`src/rtl/limlvl_pkg.sv`:
```
// package: limiter level configuration register map, defaults and types
package limlvl_pkg;

  // register offsets on the two-wire control bus
  localparam logic [7:0] LIMLVL_OFS_MID_CEIL = 8'h08;
  localparam logic [7:0] LIMLVL_OFS_MID_PARAM = 8'h09;
  localparam logic [7:0] LIMLVL_OFS_FAST_PARAM = 8'h0A;

  // reset values of whole registers
  localparam logic [7:0] LIMLVL_RST_MID_CEIL = 8'h03;
  localparam logic [7:0] LIMLVL_RST_MID_PARAM = 8'h08;
  localparam logic [7:0] LIMLVL_RST_FAST_PARAM = 8'h4A;

  // field positions and field reset values
  localparam int LIMLVL_CEIL_LSB = 0;
  localparam int LIMLVL_MID_AT_LSB = 2;
  localparam int LIMLVL_FAST_AT_LSB = 1;
  localparam int LIMLVL_FAST_DIS_BIT = 0;
  localparam logic [3:0] LIMLVL_RST_CEIL = 4'h3;
  localparam logic [2:0] LIMLVL_RST_MID_AT = 3'h2;
  localparam logic [1:0] LIMLVL_RST_FAST_AT = 2'h1;
  localparam logic [4:0] LIMLVL_RST_FAST_UNUSED = 5'h09;

  // ceiling codes: 0..A are power steps, B switches the mid level off
  localparam logic [3:0] LIMLVL_CEIL_OFF = 4'hB;

  // frame bit counts
  localparam logic [3:0] LIMLVL_BITS_BYTE = 4'h8;

  typedef struct packed {
    logic [3:0] mid_level_power_ceiling;
    logic mid_level_off;
    logic [2:0] mid_level_attack_rate;
    logic [1:0] fast_level_attack_rate;
    logic fast_level_disable;
  } limlvl_cfg_t;

  typedef enum logic [8:0] {
    ST_IDLE = 9'h001,
    ST_DEV = 9'h002,
    ST_DEV_ACK = 9'h004,
    ST_REG = 9'h008,
    ST_REG_ACK = 9'h010,
    ST_WR = 9'h020,
    ST_WR_ACK = 9'h040,
    ST_RD = 9'h080,
    ST_RD_ACK = 9'h100
  } limlvl_state_t;

endpackage : limlvl_pkg

```
`src/rtl/limlvl_regs.sv`:
```
// module: two-wire bus slave holding the mid and fast limiter level registers
//
// Contract
// - mid ceiling field in bits 3:0 resets to 0011; codes 0..A give 1.0-3.0 W.
// - ceiling code 1011 turns mid level off; codes 1100-1111 must not be written.
// - mid attack-rate field in bits 4:2 resets to 010, eight rate codes.
// - fast attack-rate field in bits 2:1 resets to 01, four rate codes.
// - fast register bit 0 resets to 0; 1 turns the fast level off.
// - mid register unused bits reset to zero; ceiling register bits 7:4 reset zero.
// - fast register bits 7:3 reset to 01001; software writes that default back.
module limlvl_regs
  import limlvl_pkg::*;
#(
  parameter logic [6:0] DEV_ADDR = 7'h2A // bus address, value arbitrary
) (
  input wire logic clk, // system clock, 40 MHz
  input wire logic rst_b, // synchronous reset, active low
  input wire logic scl_pin, // bus clock pin
  input wire logic sda_in, // bus data pin level
  output logic sda_out, // bus data drive value, always low
  output logic sda_oe, // bus data driven low while high
  output limlvl_cfg_t cfg // settings to the limiter
);
  logic scl_s;
  logic sda_s;
  logic scl_q_ff;
  logic sda_q_ff;
  logic scl_rise;
  logic scl_fall;
  logic start_det;
  logic stop_det;
  limlvl_state_t state_ff;
  logic [7:0] sh_ff;
  logic [3:0] cnt_ff;
  logic [7:0] ptr_ff;
  logic rw_ff;
  logic oe_ff;
  logic out_ff;
  logic wr_pulse_ff;
  logic [7:0] wr_addr_ff;
  logic [7:0] wr_data_ff;
  logic [7:0] ceil_ff;
  logic [7:0] mid_ff;
  logic [7:0] fast_ff;
  limlvl_cfg_t cfg_ff;
  logic [7:0] rd_cur;
  logic [7:0] rd_nxt;

  function automatic logic [7:0] rd_mux(input logic [7:0] a, input logic [7:0] c,
                                        input logic [7:0] m, input logic [7:0] f);
    logic [7:0] r;
    r = 8'h00;
    if (a == LIMLVL_OFS_MID_CEIL) begin
      r = c;
    end else if (a == LIMLVL_OFS_MID_PARAM) begin
      r = m;
    end else if (a == LIMLVL_OFS_FAST_PARAM) begin
      r = f;
    end
    return r;
  endfunction : rd_mux

  // read byte at the pointer and at the pointer plus one
  assign rd_cur = rd_mux(ptr_ff, ceil_ff, mid_ff, fast_ff);
  assign rd_nxt = rd_mux(ptr_ff + 8'h01, ceil_ff, mid_ff, fast_ff);

  limlvl_pin_sync u_scl_sync (
    .clk(clk),
    .rst_b(rst_b),
    .pin(scl_pin),
    .level(scl_s)
  );

  limlvl_pin_sync u_sda_sync (
    .clk(clk),
    .rst_b(rst_b),
    .pin(sda_in),
    .level(sda_s)
  );

  always_ff @(posedge clk) begin
    if (!rst_b) begin
      scl_q_ff <= 1'b1;
      sda_q_ff <= 1'b1;
    end else begin
      scl_q_ff <= scl_s;
      sda_q_ff <= sda_s;
    end
  end

  assign scl_rise = scl_s && !scl_q_ff;
  assign scl_fall = !scl_s && scl_q_ff;
  assign start_det = scl_s && scl_q_ff && sda_q_ff && !sda_s;
  assign stop_det = scl_s && scl_q_ff && !sda_q_ff && sda_s;

  // bus frame sequencer
  always_ff @(posedge clk) begin
    if (!rst_b) begin
      state_ff <= ST_IDLE;
      sh_ff <= 8'h00;
      cnt_ff <= 4'h0;
      ptr_ff <= 8'h00;
      rw_ff <= 1'b0;
      oe_ff <= 1'b0;
      wr_pulse_ff <= 1'b0;
      wr_addr_ff <= 8'h00;
      wr_data_ff <= 8'h00;
    end else begin
      wr_pulse_ff <= 1'b0;
      if (start_det) begin
        state_ff <= ST_DEV;
        cnt_ff <= 4'h0;
        oe_ff <= 1'b0;
      end else if (stop_det) begin
        state_ff <= ST_IDLE;
        oe_ff <= 1'b0;
      end else begin
        case (state_ff)
          ST_DEV, ST_REG, ST_WR: begin
            if (scl_rise) begin
              sh_ff <= {sh_ff[6:0], sda_s};
              cnt_ff <= cnt_ff + 4'h1;
            end else if (scl_fall && cnt_ff == LIMLVL_BITS_BYTE) begin
              oe_ff <= 1'b1;
              if (state_ff == ST_DEV) begin
                rw_ff <= sh_ff[0];
                if (sh_ff[7:1] == DEV_ADDR) begin
                  state_ff <= ST_DEV_ACK;
                end else begin
                  state_ff <= ST_IDLE;
                  oe_ff <= 1'b0;
                end
              end else if (state_ff == ST_REG) begin
                ptr_ff <= sh_ff;
                state_ff <= ST_REG_ACK;
              end else begin
                wr_pulse_ff <= 1'b1;
                wr_addr_ff <= ptr_ff;
                wr_data_ff <= sh_ff;
                state_ff <= ST_WR_ACK;
              end
            end
          end
          ST_DEV_ACK: begin
            if (scl_fall) begin
              cnt_ff <= 4'h0;
              if (rw_ff) begin
                sh_ff <= rd_cur;
                oe_ff <= !rd_cur[7];
                state_ff <= ST_RD;
              end else begin
                oe_ff <= 1'b0;
                state_ff <= ST_REG;
              end
            end
          end
          ST_REG_ACK, ST_WR_ACK: begin
            if (scl_fall) begin
              oe_ff <= 1'b0;
              cnt_ff <= 4'h0;
              state_ff <= ST_WR;
              if (state_ff == ST_WR_ACK) begin
                ptr_ff <= ptr_ff + 8'h01;
              end
            end
          end
          ST_RD: begin
            if (scl_rise) begin
              cnt_ff <= cnt_ff + 4'h1;
            end else if (scl_fall) begin
              if (cnt_ff == LIMLVL_BITS_BYTE) begin
                oe_ff <= 1'b0;
                state_ff <= ST_RD_ACK;
              end else begin
                sh_ff <= {sh_ff[6:0], 1'b0};
                oe_ff <= !sh_ff[6];
              end
            end
          end
          ST_RD_ACK: begin
            if (scl_rise && sda_s) begin
              state_ff <= ST_IDLE;
            end else if (scl_fall) begin
              ptr_ff <= ptr_ff + 8'h01;
              sh_ff <= rd_nxt;
              oe_ff <= !rd_nxt[7];
              cnt_ff <= 4'h0;
              state_ff <= ST_RD;
            end
          end
          default: begin
            state_ff <= ST_IDLE;
            oe_ff <= 1'b0;
          end
        endcase
      end
    end
  end

  // register storage; unavailable ceiling codes leave the register unchanged
  always_ff @(posedge clk) begin
    if (!rst_b) begin
      ceil_ff <= LIMLVL_RST_MID_CEIL;
      mid_ff <= LIMLVL_RST_MID_PARAM;
      fast_ff <= LIMLVL_RST_FAST_PARAM;
    end else if (wr_pulse_ff) begin
      if (wr_addr_ff == LIMLVL_OFS_MID_CEIL) begin
        if (wr_data_ff[3:0] <= LIMLVL_CEIL_OFF) begin
          ceil_ff <= wr_data_ff;
        end
      end else if (wr_addr_ff == LIMLVL_OFS_MID_PARAM) begin
        mid_ff <= wr_data_ff;
      end else if (wr_addr_ff == LIMLVL_OFS_FAST_PARAM) begin
        fast_ff <= wr_data_ff;
      end
    end
  end

  // settings to the limiter follow the registers one cycle later
  always_ff @(posedge clk) begin
    if (!rst_b) begin
      cfg_ff.mid_level_power_ceiling <= LIMLVL_RST_CEIL;
      cfg_ff.mid_level_off <= 1'b0;
      cfg_ff.mid_level_attack_rate <= LIMLVL_RST_MID_AT;
      cfg_ff.fast_level_attack_rate <= LIMLVL_RST_FAST_AT;
      cfg_ff.fast_level_disable <= 1'b0;
    end else begin
      cfg_ff.mid_level_power_ceiling <= ceil_ff[LIMLVL_CEIL_LSB +: 4];
      cfg_ff.mid_level_off <= ceil_ff[3:0] == LIMLVL_CEIL_OFF;
      cfg_ff.mid_level_attack_rate <= mid_ff[LIMLVL_MID_AT_LSB +: 3];
      cfg_ff.fast_level_attack_rate <= fast_ff[LIMLVL_FAST_AT_LSB +: 2];
      cfg_ff.fast_level_disable <= fast_ff[LIMLVL_FAST_DIS_BIT];
    end
  end

  always_ff @(posedge clk) begin
    if (!rst_b) begin
      out_ff <= 1'b0;
    end else begin
      out_ff <= 1'b0;
    end
  end

  assign sda_out = out_ff;
  assign sda_oe = oe_ff;
  assign cfg = cfg_ff;
endmodule : limlvl_regs

```
`src/rtl/limlvl_pin_sync.sv`:
```
// module: three-stage pin synchroniser, level taken once stages two and three agree
module limlvl_pin_sync (
  input wire logic clk, // system clock
  input wire logic rst_b, // synchronous reset, active low
  input wire logic pin, // asynchronous pin level
  output logic level // filtered level
);
  logic s1_ff;
  logic s2_ff;
  logic s3_ff;
  logic level_ff;

  always_ff @(posedge clk) begin
    if (!rst_b) begin
      s1_ff <= 1'b1;
      s2_ff <= 1'b1;
      s3_ff <= 1'b1;
    end else begin
      s1_ff <= pin;
      s2_ff <= s1_ff;
      s3_ff <= s2_ff;
    end
  end

  always_ff @(posedge clk) begin
    if (!rst_b) begin
      level_ff <= 1'b1;
    end else if (s2_ff == s3_ff) begin
      level_ff <= s3_ff;
    end
  end

  assign level = level_ff;
endmodule : limlvl_pin_sync

```
`config.mk`:
```
export PLATFORM = sky130hd
export DESIGN_NAME = limlvl_regs
export DESIGN_NICKNAME = d
export VERILOG_FILES = /design/src/rtl/limlvl_pkg.sv /design/src/rtl/limlvl_regs.sv /design/src/rtl/limlvl_pin_sync.sv
export SDC_FILE = /design/constraint.sdc
export NUM_CORES = 1
export LEC_CHECK = 0
export BUFFER_PORTS_ARGS = -buffer_cell sky130_fd_sc_hd__buf_2
export CAP_MARGIN = 10
export CORE_MARGIN = 5
export CORE_UTILIZATION = 50
export DETAILED_ROUTE_END_ITERATION = 10
export PLACE_DENSITY = 0.69
export SYNTH_ARGS = -nofsm -noshare
export SYNTH_HDL_FRONTEND = slang
export SYNTH_SLANG_ARGS = --single-unit
export TNS_END_PERCENT = 100
```
`constraint.sdc`:
```
create_clock -name clk -period 2.4 [get_ports clk]
set_input_delay 0.24 -clock clk [delete_from_list [all_inputs] [get_ports clk]]
set_output_delay 0.24 -clock clk [all_outputs]
set_load 0.1 [all_outputs]
```
# Yosys cells after proc, flatten, opt, wreduce, memory -nomap -nowiden
# Cells that the tools add are included.
# Widths: inputs -> output; s select.
dict set report word_totals {
  reg_bits 93
  out_inout_bits 13
}
dict set report classes {
  bitwise_logic 10
  reduce_logical 37
  n_eq_ne 47
  n_mux 58
  add_sub_neg 2
  magnitude_cmp 1
}
# cell n
set ops {}
lappend ops {{$mux 8} 23}
lappend ops {{$mux 9} 10}
lappend ops {{$eq 8x4->1 const B} 9}
lappend ops {{$pmux 9 s5} 1}
lappend ops {{$pmux 8 s4} 1}
lappend ops {{$ne 2x2->1 const B} 15}
lappend ops {{$ne 4x4->1 const B} 7}
lappend ops {{$pmux 8 s3} 1}
lappend ops {{$reduce_and 8->1} 3}
lappend ops {{$reduce_and 11->1} 2}
lappend ops {{$mux 1} 13}
lappend ops {{$mux 4} 3}
lappend ops {{$pmux 4 s3} 1}
lappend ops {{$not 1->1} 10}
lappend ops {{$eq 9x2->1 const B} 1}
lappend ops {{$eq 9x3->1 const B} 1}
lappend ops {{$eq 9x4->1 const B} 1}
lappend ops {{$eq 9x5->1 const B} 1}
lappend ops {{$eq 9x6->1 const B} 1}
lappend ops {{$eq 9x7->1 const B} 1}
lappend ops {{$eq 9x8->1 const B} 1}
lappend ops {{$eq 9x9->1 const B} 1}
lappend ops {{$logic_and 1x1->1} 9}
lappend ops {{$reduce_or 3->1} 3}
lappend ops {{other kinds (23)} 36}

# Depth between registers and ports, before layout
# Gate-level depths: netlist of the first run.
dict set report depth {
  depth_word 9
  ltp_mapped 11
}

# By module
# From an unflattened synthesis of the first run, not the netlist that was laid out.
dict set report unflattened {
  cells_unflattened 585
  hier_area_um2 4878.4
}
# module seq_area_each_um2 cells_each n_inst area_per_inst_um2
set modules_own_cells {}
lappend modules_own_cells {limlvl_regs 1701.6 565 1 4653.2}
lappend modules_own_cells {limlvl_pin_sync 80.1 10 2 112.6}

# Least setup slack after synthesis of the first run
# Ideal clock, no wire load.
dict set report synth_timing {
  path_kind {register to register}
  start {register state_ff[1]}
  end {register cnt_ff[1]}
  t_required_ns 2.335
  arrival_time_ns 2.211
  setup_slack_ns 0.124
  synth_period_minus_slack_ns 2.276
  stages_incl_launch_ff 8
  cell_sequence {dfxtp_1 nor4_2 and4_1 buf_4 nor2_1 a222oi_1 mux2_2 nor2b_1}
}
dict set report synth_between {
  elab_chain_cells 4
  word_cells_on_any_way 15
}
# item line_no
set synth_rtl {}
lappend synth_rtl {{from (decl)} limlvl_regs.sv:32} ;# limlvl_state_t state_ff;
lappend synth_rtl {{from (signal assigned)} limlvl_regs.sv:99} ;# state_ff <= ST_IDLE;
lappend synth_rtl {{from (signal assigned)} limlvl_regs.sv:111} ;# state_ff <= ST_DEV;
lappend synth_rtl {{from (signal assigned)} limlvl_regs.sv:115} ;# state_ff <= ST_IDLE;
lappend synth_rtl {{$eq 9x2->1, or another cell as far along} limlvl_regs.sv:118} ;# case (state_ff)
lappend synth_rtl {{$reduce_or 4->1 (no source line) or $reduce_or 3->1 (tied branches)} n/a}
lappend synth_rtl {{$ne 2x1->1 (no source line) or $reduce_bool 3->1 (tied branches)} n/a}
lappend synth_rtl {{$reduce_and 4->1 (no source line)} n/a}
lappend synth_rtl {{to (signal assigned)} limlvl_regs.sv:122} ;# cnt_ff <= cnt_ff + 4'h1;
lappend synth_rtl {{to (signal assigned)} limlvl_regs.sv:169} ;# cnt_ff <= cnt_ff + 4'h1;
lappend synth_rtl {{to (decl)} limlvl_regs.sv:34} ;# logic [3:0] cnt_ff;
# Several ways; a longest one is shown, not always the timed one.
# A chain may end at the register's enable or synchronous reset.

# Worst setup path after layout of the first run
dict set report layout_timing {
  start {register state_ff[1]}
  end {register sh_ff[3]}
}
dict set report layout_between {
  elab_chain_cells 4
  word_cells_on_any_way 18
}
# item line_no
set layout_rtl {}
lappend layout_rtl {{$eq 9x2->1, or another cell as far along} limlvl_regs.sv:118}
lappend layout_rtl {{$reduce_or 3->1} limlvl_regs.sv:118}
lappend layout_rtl {{$reduce_bool 4->1 (no source line) or $ne 2x2->1 (tied branches)} n/a}
lappend layout_rtl {{$reduce_and 11->1 (no source line)} n/a}
lappend layout_rtl {{to (signal assigned)} limlvl_regs.sv:121} ;# sh_ff <= {sh_ff[6:0], sda_s};
lappend layout_rtl {{to (signal assigned)} limlvl_regs.sv:148} ;# sh_ff <= rd_cur;
lappend layout_rtl {{to (signal assigned)} limlvl_regs.sv:175} ;# sh_ff <= {sh_ff[6:0], 1'b0};
lappend layout_rtl {{to (decl)} limlvl_regs.sv:33} ;# logic [7:0] sh_ff;
# Several ways; a longest one is shown, not always the timed one.

==> impl_metrics.py, run 1 <==
metrics = {
    "status": {
        "outcome": "finished clean",
    },
    "power": {
        "peakVddDrop_mv": 0.362,
        "finalPower_w": 0.00273,
        "power_leakage_nw": 2.02,
        "powerDensity_nw_per_um2": 505,
    },
    "detailed_routing": {
        "route.detailed.drc": 0,
        "drt-total-wl_um": 11700,
        "via_per_inst": 5.64,
        "vias": 4203,
        "final_antenna_net_count": 0,
        "firstDrtPassIters": 4,
        "first_iter_violations": 287,
        "detail_route.wl_per_cell_um": 15.8,
    },
    "floorplanning": {
        "initial_core_util_pct": 51.3,
        "core_um2": 9240,
        "top_level_ports": 17,
        "num_rows": 35,
        "die-area_um2": 11500,
        "chipWidth_um": 107,
        "die_h_um": 107,
    },
    "layout": {
        "antenna_cells": 0,
        "final_core_util_pct": 58.4,
        "drive_above_1_share_pct": 13.5,
        "final_common_cell": "dfxtp_1",
        "layout_common_cells": "dfxtp_1, nor2_1, nand2_1",
        "area_growth_pct": 13.8,
        "nets": 624,
    },
    "timing": {
        "clock_skew_ps": 10.6,
        "finalHoldViolCount": 0,
        "setup_viol": 0,
        "fin_crit_ps": 2310,
        "min_period_over_period_pct": 96.4,
        "worst_slew_pin_slew_ps": 522,
        "slew_headroom_pct": 64.8,
        "slew_viol_final": 0,
        "max_freq_mhz": 432,
        "holdWs_ps": 62.2,
    },
    "logic_synthesis": {
        "synth_top_area_cell": "dfxtp_1",
        "synthArstFlopShare_pct": 0,
        "synth_top_area_share_pct": 39.3,
        "synthDistinctLibCells": 65,
        "synth_flop_cell": "dfxtp_1",
        "synth-seq-cells": 93,
        "syn_inst": 582,
        "syn_area_um2": 4740,
        "yosysSeqAreaShare_pct": 39.3,
        "syn_nets": 593,
        "yosys-top-cells-area": "dfxtp_1, mux2i_1, nor2_1",
        "synth_edf_count": 0,
        "syn_avg_cell_area_um2": 8.14,
        "yosysWarnings": 0,
    },
    "global_routing": {
        "grt_pass1_wl_um": 20000,
        "grt_max_degree": 39,
        "grt_usage_pct": 21.5,
        "grt_pass1_vias": 4154,
        "antenna_found_initial": 0,
        "grt_overflow": 0,
    },
    "placement": {
        "io_buffers": 15,
        "place_congestion": 0.968,
        "place_hpwl_um": 8510,
    },
    "worst_setup_path": {
        "critPathArrivalTime_ps": 2590,
        "crit_type": "reg2reg",
        "slowest_delay_ps": 540,
        "slowest_stage": "or4_1",
        "critical_path_required_ps": 2670,
        "cp-end-kind": "register",
        "crit_chain": "or4_1 > or4_4 > nor4_4 > buf_6 > a221o_1 > a21oi_1 > o32ai_1",
        "cp-start-kind": "register",
        "cp_max_fo": 7,
        "cp_top_family": "simple AND/OR/NAND/NOR gates",
        "crit_buf_inv": 1,
    },
    "clock_tree": {
        "clkSlewWorstSetupHoldPaths_ps": 90,
        "clk_path_buf_depth": 2,
        "cts_sinks": 93,
        "root_buffer": "clkbuf_8",
        "cts_made_buffers": 9,
        "cts-htree-levels": 3,
        "cts_tree": "yes",
        "clk_latency_ps": 360,
    },
    "min_path": {
        "hold_class": "in2reg",
    },
    "run": {
        "maxCapViolCount": 0,
    },
}
[metrics by stage]
stage / std cells / cell area [um^2] / TNS (ps) / setup slack [ps]
after global placement: 730 / 5140 / 0 / 50.6
final: 745 / 5400 / 0 / 85.5
after CTS: 745 / 5360 / 0 / 19.8
after floorplan: 582 / 4740 / 0 / 124
after global routing: 745 / 5400 / -13.6 / -9.18
after detailed placement: 730 / 5140 / -47.3 / -30.8
[Yosys cell counts, types with 5 or more instances]
master	number
and3_1	7
a21oi_1	46
inv_1	12
ha_1	7
dfxtp_1	93
nand2b_1	16
a221o_1	5
clkbuf_1	27
nand2_1	70
o21a_1	6
mux2i_1	42
nor3_1	11
or3_1	8
nor2b_1	5
nand3_1	13
and3b_1	7
nor2_1	81
o32ai_1	5
o21ai_0	29
and2_1	8
[layer usage]
metal	GRT usage (%)	share of wire [%]	vias to the layer above
met5	0	0	-
met1	28.4	47	1966
met2	34.6	46	119
li1	-	-	2104
met4	5.41	1.4	0
met3	6.18	5.8	14
[logic make-up (layout without fill, tap and decap cells)]
family	after synthesis	after routing	synth area share, %
other cells	1	1	0.0791
buf+inv	47	81	4.14
simple gates	256	256	27.4
mux	44	44	9.35
xor+xnor	6	6	1.11
compound gates	128	128	16.8
fa+ha+maj	7	7	1.85
flops	93	93	39.3
[registers in the layout (all words and copies together), names as in the netlist]
signal	flops
cfg	11
state_ff	9
ceil_ff	8
fast_ff	8
mid_ff	8
ptr_ff	8
sh_ff	8
wr_addr_ff	8
wr_data_ff	8
cnt_ff	4
rw_ff	1
scl_q_ff	1
sda_oe	1
sda_q_ff	1
u_scl_sync.level	1
u_scl_sync.s1_ff	1
u_scl_sync.s2_ff	1
u_scl_sync.s3_ff	1
u_sda_sync.level	1
u_sda_sync.s1_ff	1
u_sda_sync.s2_ff	1
u_sda_sync.s3_ff	1
wr_pulse_ff	1
[worst register-to-register path, stage by stage, from the launching register on]
cell and delay [ps]:
dfxtp_1 310, or4_1 540, or4_4 490, nor4_4 250
buf_6 170, a221o_1 140, a21oi_1 40, o32ai_1 280
[area by class of cell]
cell class / count / area [um^2]
clock inverters: 5 / 86.3
flip-flops and latches: 93 / 1860
inverters: 12 / 45.0
repair buffers: 55 / 404
multi-input cells: 442 / 2710
clock buffers: 9 / 124
well taps: 129 / 161
fillers: 831 / 3840
[final timing paths]
kind / from / depth (start not counted) / end / slack, ps
max: state_ff[1] / 7 / sh_ff[3] / 90
min: scl_pin / 2 / u_scl_sync.s1_ff / 60
max reg2reg: state_ff[1] / 7 / sh_ff[3] / 90
min reg2reg: u_scl_sync.s1_ff / 1 / u_scl_sync.s2_ff / 420
[report_power, final]
part           switching [W]  internal [W]
sequential        0.00000185       0.00155
clock               0.000547      0.000582
combinational      0.0000374     0.0000110
total               0.000586       0.00214
[what timing repair did]
item	in CTS	in global routing
setup endpoints to repair	4	9
hold endpoints to repair	0	0
buffers inserted	1	0
hold buffers	0	0
resized for setup	0	8
pin swaps	1	0
Power figures use the tool's default switching activity.
==> inputs of run 2 (changes only) <==
--- a/config.mk
+++ b/config.mk
@@ -5,6 +5,7 @@
 export SDC_FILE = /design/constraint.sdc
 export NUM_CORES = 1
 export LEC_CHECK = 0
+export ABC_AREA = 1
 export BUFFER_PORTS_ARGS = -buffer_cell sky130_fd_sc_hd__buf_2
 export CAP_MARGIN = 10
 export CORE_MARGIN = 5
@@ -13,5 +14,6 @@
 export PLACE_DENSITY = 0.69
 export SYNTH_ARGS = -nofsm -noshare
 export SYNTH_HDL_FRONTEND = slang
+export SYNTH_HIERARCHICAL = 1
 export SYNTH_SLANG_ARGS = --single-unit
 export TNS_END_PERCENT = 100
==> run 2 against run 1 <==
Net effect: power rose by 0.75%; register-to-register slack improved by 90 ps; synthesized area fell by 0.98%; setup slack improved by 93 ps; clock-buffer cell count did not move; critical endpoint is now sh_ff[1]; critical path depth rose by 9; maximum frequency rose by 4.2%; clock power barely moved; sequential share of layout area rose by 1.7 points.
==> impl_metrics.py, run 2 <==
metrics = {
    "logic_synthesis": {
        "syn_nets": 697,
        "yosysMostFrequentCell": "nand2_1",
        "synth_flop_cell": "dfxtp_1",
        "synth_top_area_cell": "dfxtp_1",
        "yosysWarnings": 6,
        "yosysSeqAreaShare_pct": 39.7,
        "synthDistinctLibCells": 38,
        "synth_top_area_share_pct": 39.7,
        "syn_avg_cell_area_um2": 6.84,
        "syn_inst": 686,
        "synth_edf_count": 0,
        "synth.top_cells.by_count": "nand2_1, inv_1, dfxtp_1",
        "synth-seq-cells": 93,
        "yosys-top-cells-area": "dfxtp_1, nand2_1, a21oi_1",
        "synthArstFlopShare_pct": 0,
        "syn_area_um2": 4690,
    },
    "timing": {
        "slew_headroom_pct": 52.8,
        "min_period_over_period_pct": 92.5,
        "worst_slew_pin_slew_ps": 705,
        "setup_slack_ps": 179,
        "clock_skew_ps": 14.8,
        "fin_crit_ps": 2220,
        "max_freq_mhz": 450,
        "setup_viol": 0,
        "slew_viol_final": 0,
        "finalHoldViolCount": 0,
        "holdWs_ps": 37.7,
    },
    "clock_tree": {
        "cts_hold_buf": 0,
        "cts_tree": "yes",
        "clk_latency_ps": 380,
        "root_buffer": "clkbuf_8",
        "clkSlewWorstSetupHoldPaths_ps": 100,
        "cts_sinks": 93,
        "cts-htree-levels": 3,
        "clk_path_buf_depth": 2,
        "cts_made_buffers": 9,
    },
    "floorplanning": {
        "initial_core_util_pct": 51.0,
        "chipWidth_um": 107,
        "die_h_um": 107,
        "die-area_um2": 11400,
        "num_rows": 35,
        "core_um2": 9200,
        "top_level_ports": 17,
    },
    "run": {
        "maxCapViolCount": 0,
    },
    "detailed_routing": {
        "route.detailed.drc": 0,
        "wl_met1_um": 5310,
        "wl_met3_um": 692,
        "final_antenna_net_count": 0,
        "via_per_inst": 5.50,
        "drt-total-wl_um": 12200,
        "vias": 4530,
        "first_iter_violations": 343,
        "detail_route.wl_per_cell_um": 14.8,
        "top_layer_used": "met4",
        "dr_wl_met2_um": 5850,
        "firstDrtPassIters": 5,
    },
    "global_routing": {
        "grt_pass1_vias": 4237,
        "antenna_found_initial": 0,
        "grt_usage_pct": 22.2,
        "grt_pass1_wl_um": 20400,
        "grt_overflow": 0,
        "grt_max_degree": 61,
    },
    "layout": {
        "fin_area_um2": 5160,
        "nets": 718,
        "area_growth_pct": 9.86,
        "antenna_cells": 0,
        "layout_common_cells": "nand2_1, inv_1, dfxtp_1",
        "final_common_cell": "nand2_1",
        "largest_register_ffs": 11,
        "drive_above_1_share_pct": 11.7,
        "fillers": 884,
    },
    "placement": {
        "placed_cell_area_um2": 4870,
        "io_buffers": 15,
        "place_hpwl_um": 8600,
        "place_congestion": 0.910,
        "dp_slack_ps": 26.5,
    },
    "min_path": {
        "hold_class": "in2reg",
    },
    "worst_setup_path": {
        "crit_type": "reg2reg",
        "cp-start-kind": "register",
        "critPathArrivalTime_ps": 2530,
        "cp_max_fo": 14,
        "cp-end-kind": "register",
        "critical_path_required_ps": 2710,
    },
    "power": {
        "peakVddDrop_mv": 0.234,
        "powerDensity_nw_per_um2": 532,
        "power_leakage_nw": 2.23,
    },
    "status": {
        "outcome": "finished clean",
    },
}
run 2: area by class of cell:
class                   count  area (um^2)  area share, %
clock buffers               9          124           2.40
clock inverters             7         87.6           1.70
inverters                  99          372           7.21
multi-input cells         471         2340           45.4
flip-flops and latches     93         1870           36.3
well taps                 111          139           2.69
repair buffers             33          223           4.32
run 2: power by group:
group / switching (W) / internal, W / total [W]
sequential: 0.00000177 / 0.00154 / 0.00155
combinational: 0.0000440 / 0.0000126 / 0.0000566
clock: 0.000635 / 0.000508 / 0.00114
run 2: path summary, 6_finish.rpt:
path | startpoint | end | slack [ps] | cells after the start
setup / recovery | ptr_ff[2] | sh_ff[1] | 180 | 16
hold / removal | sda_in | u_sda_sync/s1_ff | 40 | 3
setup reg to reg | ptr_ff[2] | sh_ff[1] | 180 | 16
hold reg to reg | u_sda_sync/s1_ff | u_sda_sync/s2_ff | 410 | 2
run 2: stage by stage:
step | TNS, ps | util, % | total power [W] | cells
floorplan | 0 | - | 0.00163 | 686
global placement | 0 | 52.9 | 0.00164 | 801
detailed placement | 0 | 52.9 | 0.00164 | 801
CTS | 0 | 55.2 | 0.00277 | 817
global route | -10.2 | 56.1 | 0.00286 | 823
finish | 0 | 56.1 | 0.00275 | 823
run 2: cell families after synthesis:
family          after synthesis  synth area share, %
buf+inv                     122                 10.7
fa+ha+maj                     7                 1.87
compound gates              163                 18.7
xor+xnor                      4                0.747
simple gates                296                 28.3
flops                        93                 39.7
other cells                   1               0.0799
run 2: repair_timing:
action,in CTS,in global routing
endpoints found under the setup margin,0,17
resized for setup,0,10
setup buffers,0,6
run 2: worst max-delay path, cell delays in order, from the launching register on:
cell and delay, ps:
dfxtp_1 490, nand2_1 100, nor2_1 220, nand2_1 90, nand2_1 60, nand2_1 100, nor2_1 150, nand2_1 140
nor2_4 150, buf_12 150, buf_4 110, a21oi_1 40, nand2_1 80, nand2_1 50, nand2_1 80, nand2_1 50
a21oi_1 120
run 2: per-layer routing:
layer | vias up | GRT usage [%]
li1 | 2271 | -
met1 | 2073 | 27.3
met2 | 155 | 37.5
met3 | 31 | 5.06
met4 | 0 | 8.77
met5 | - | 0
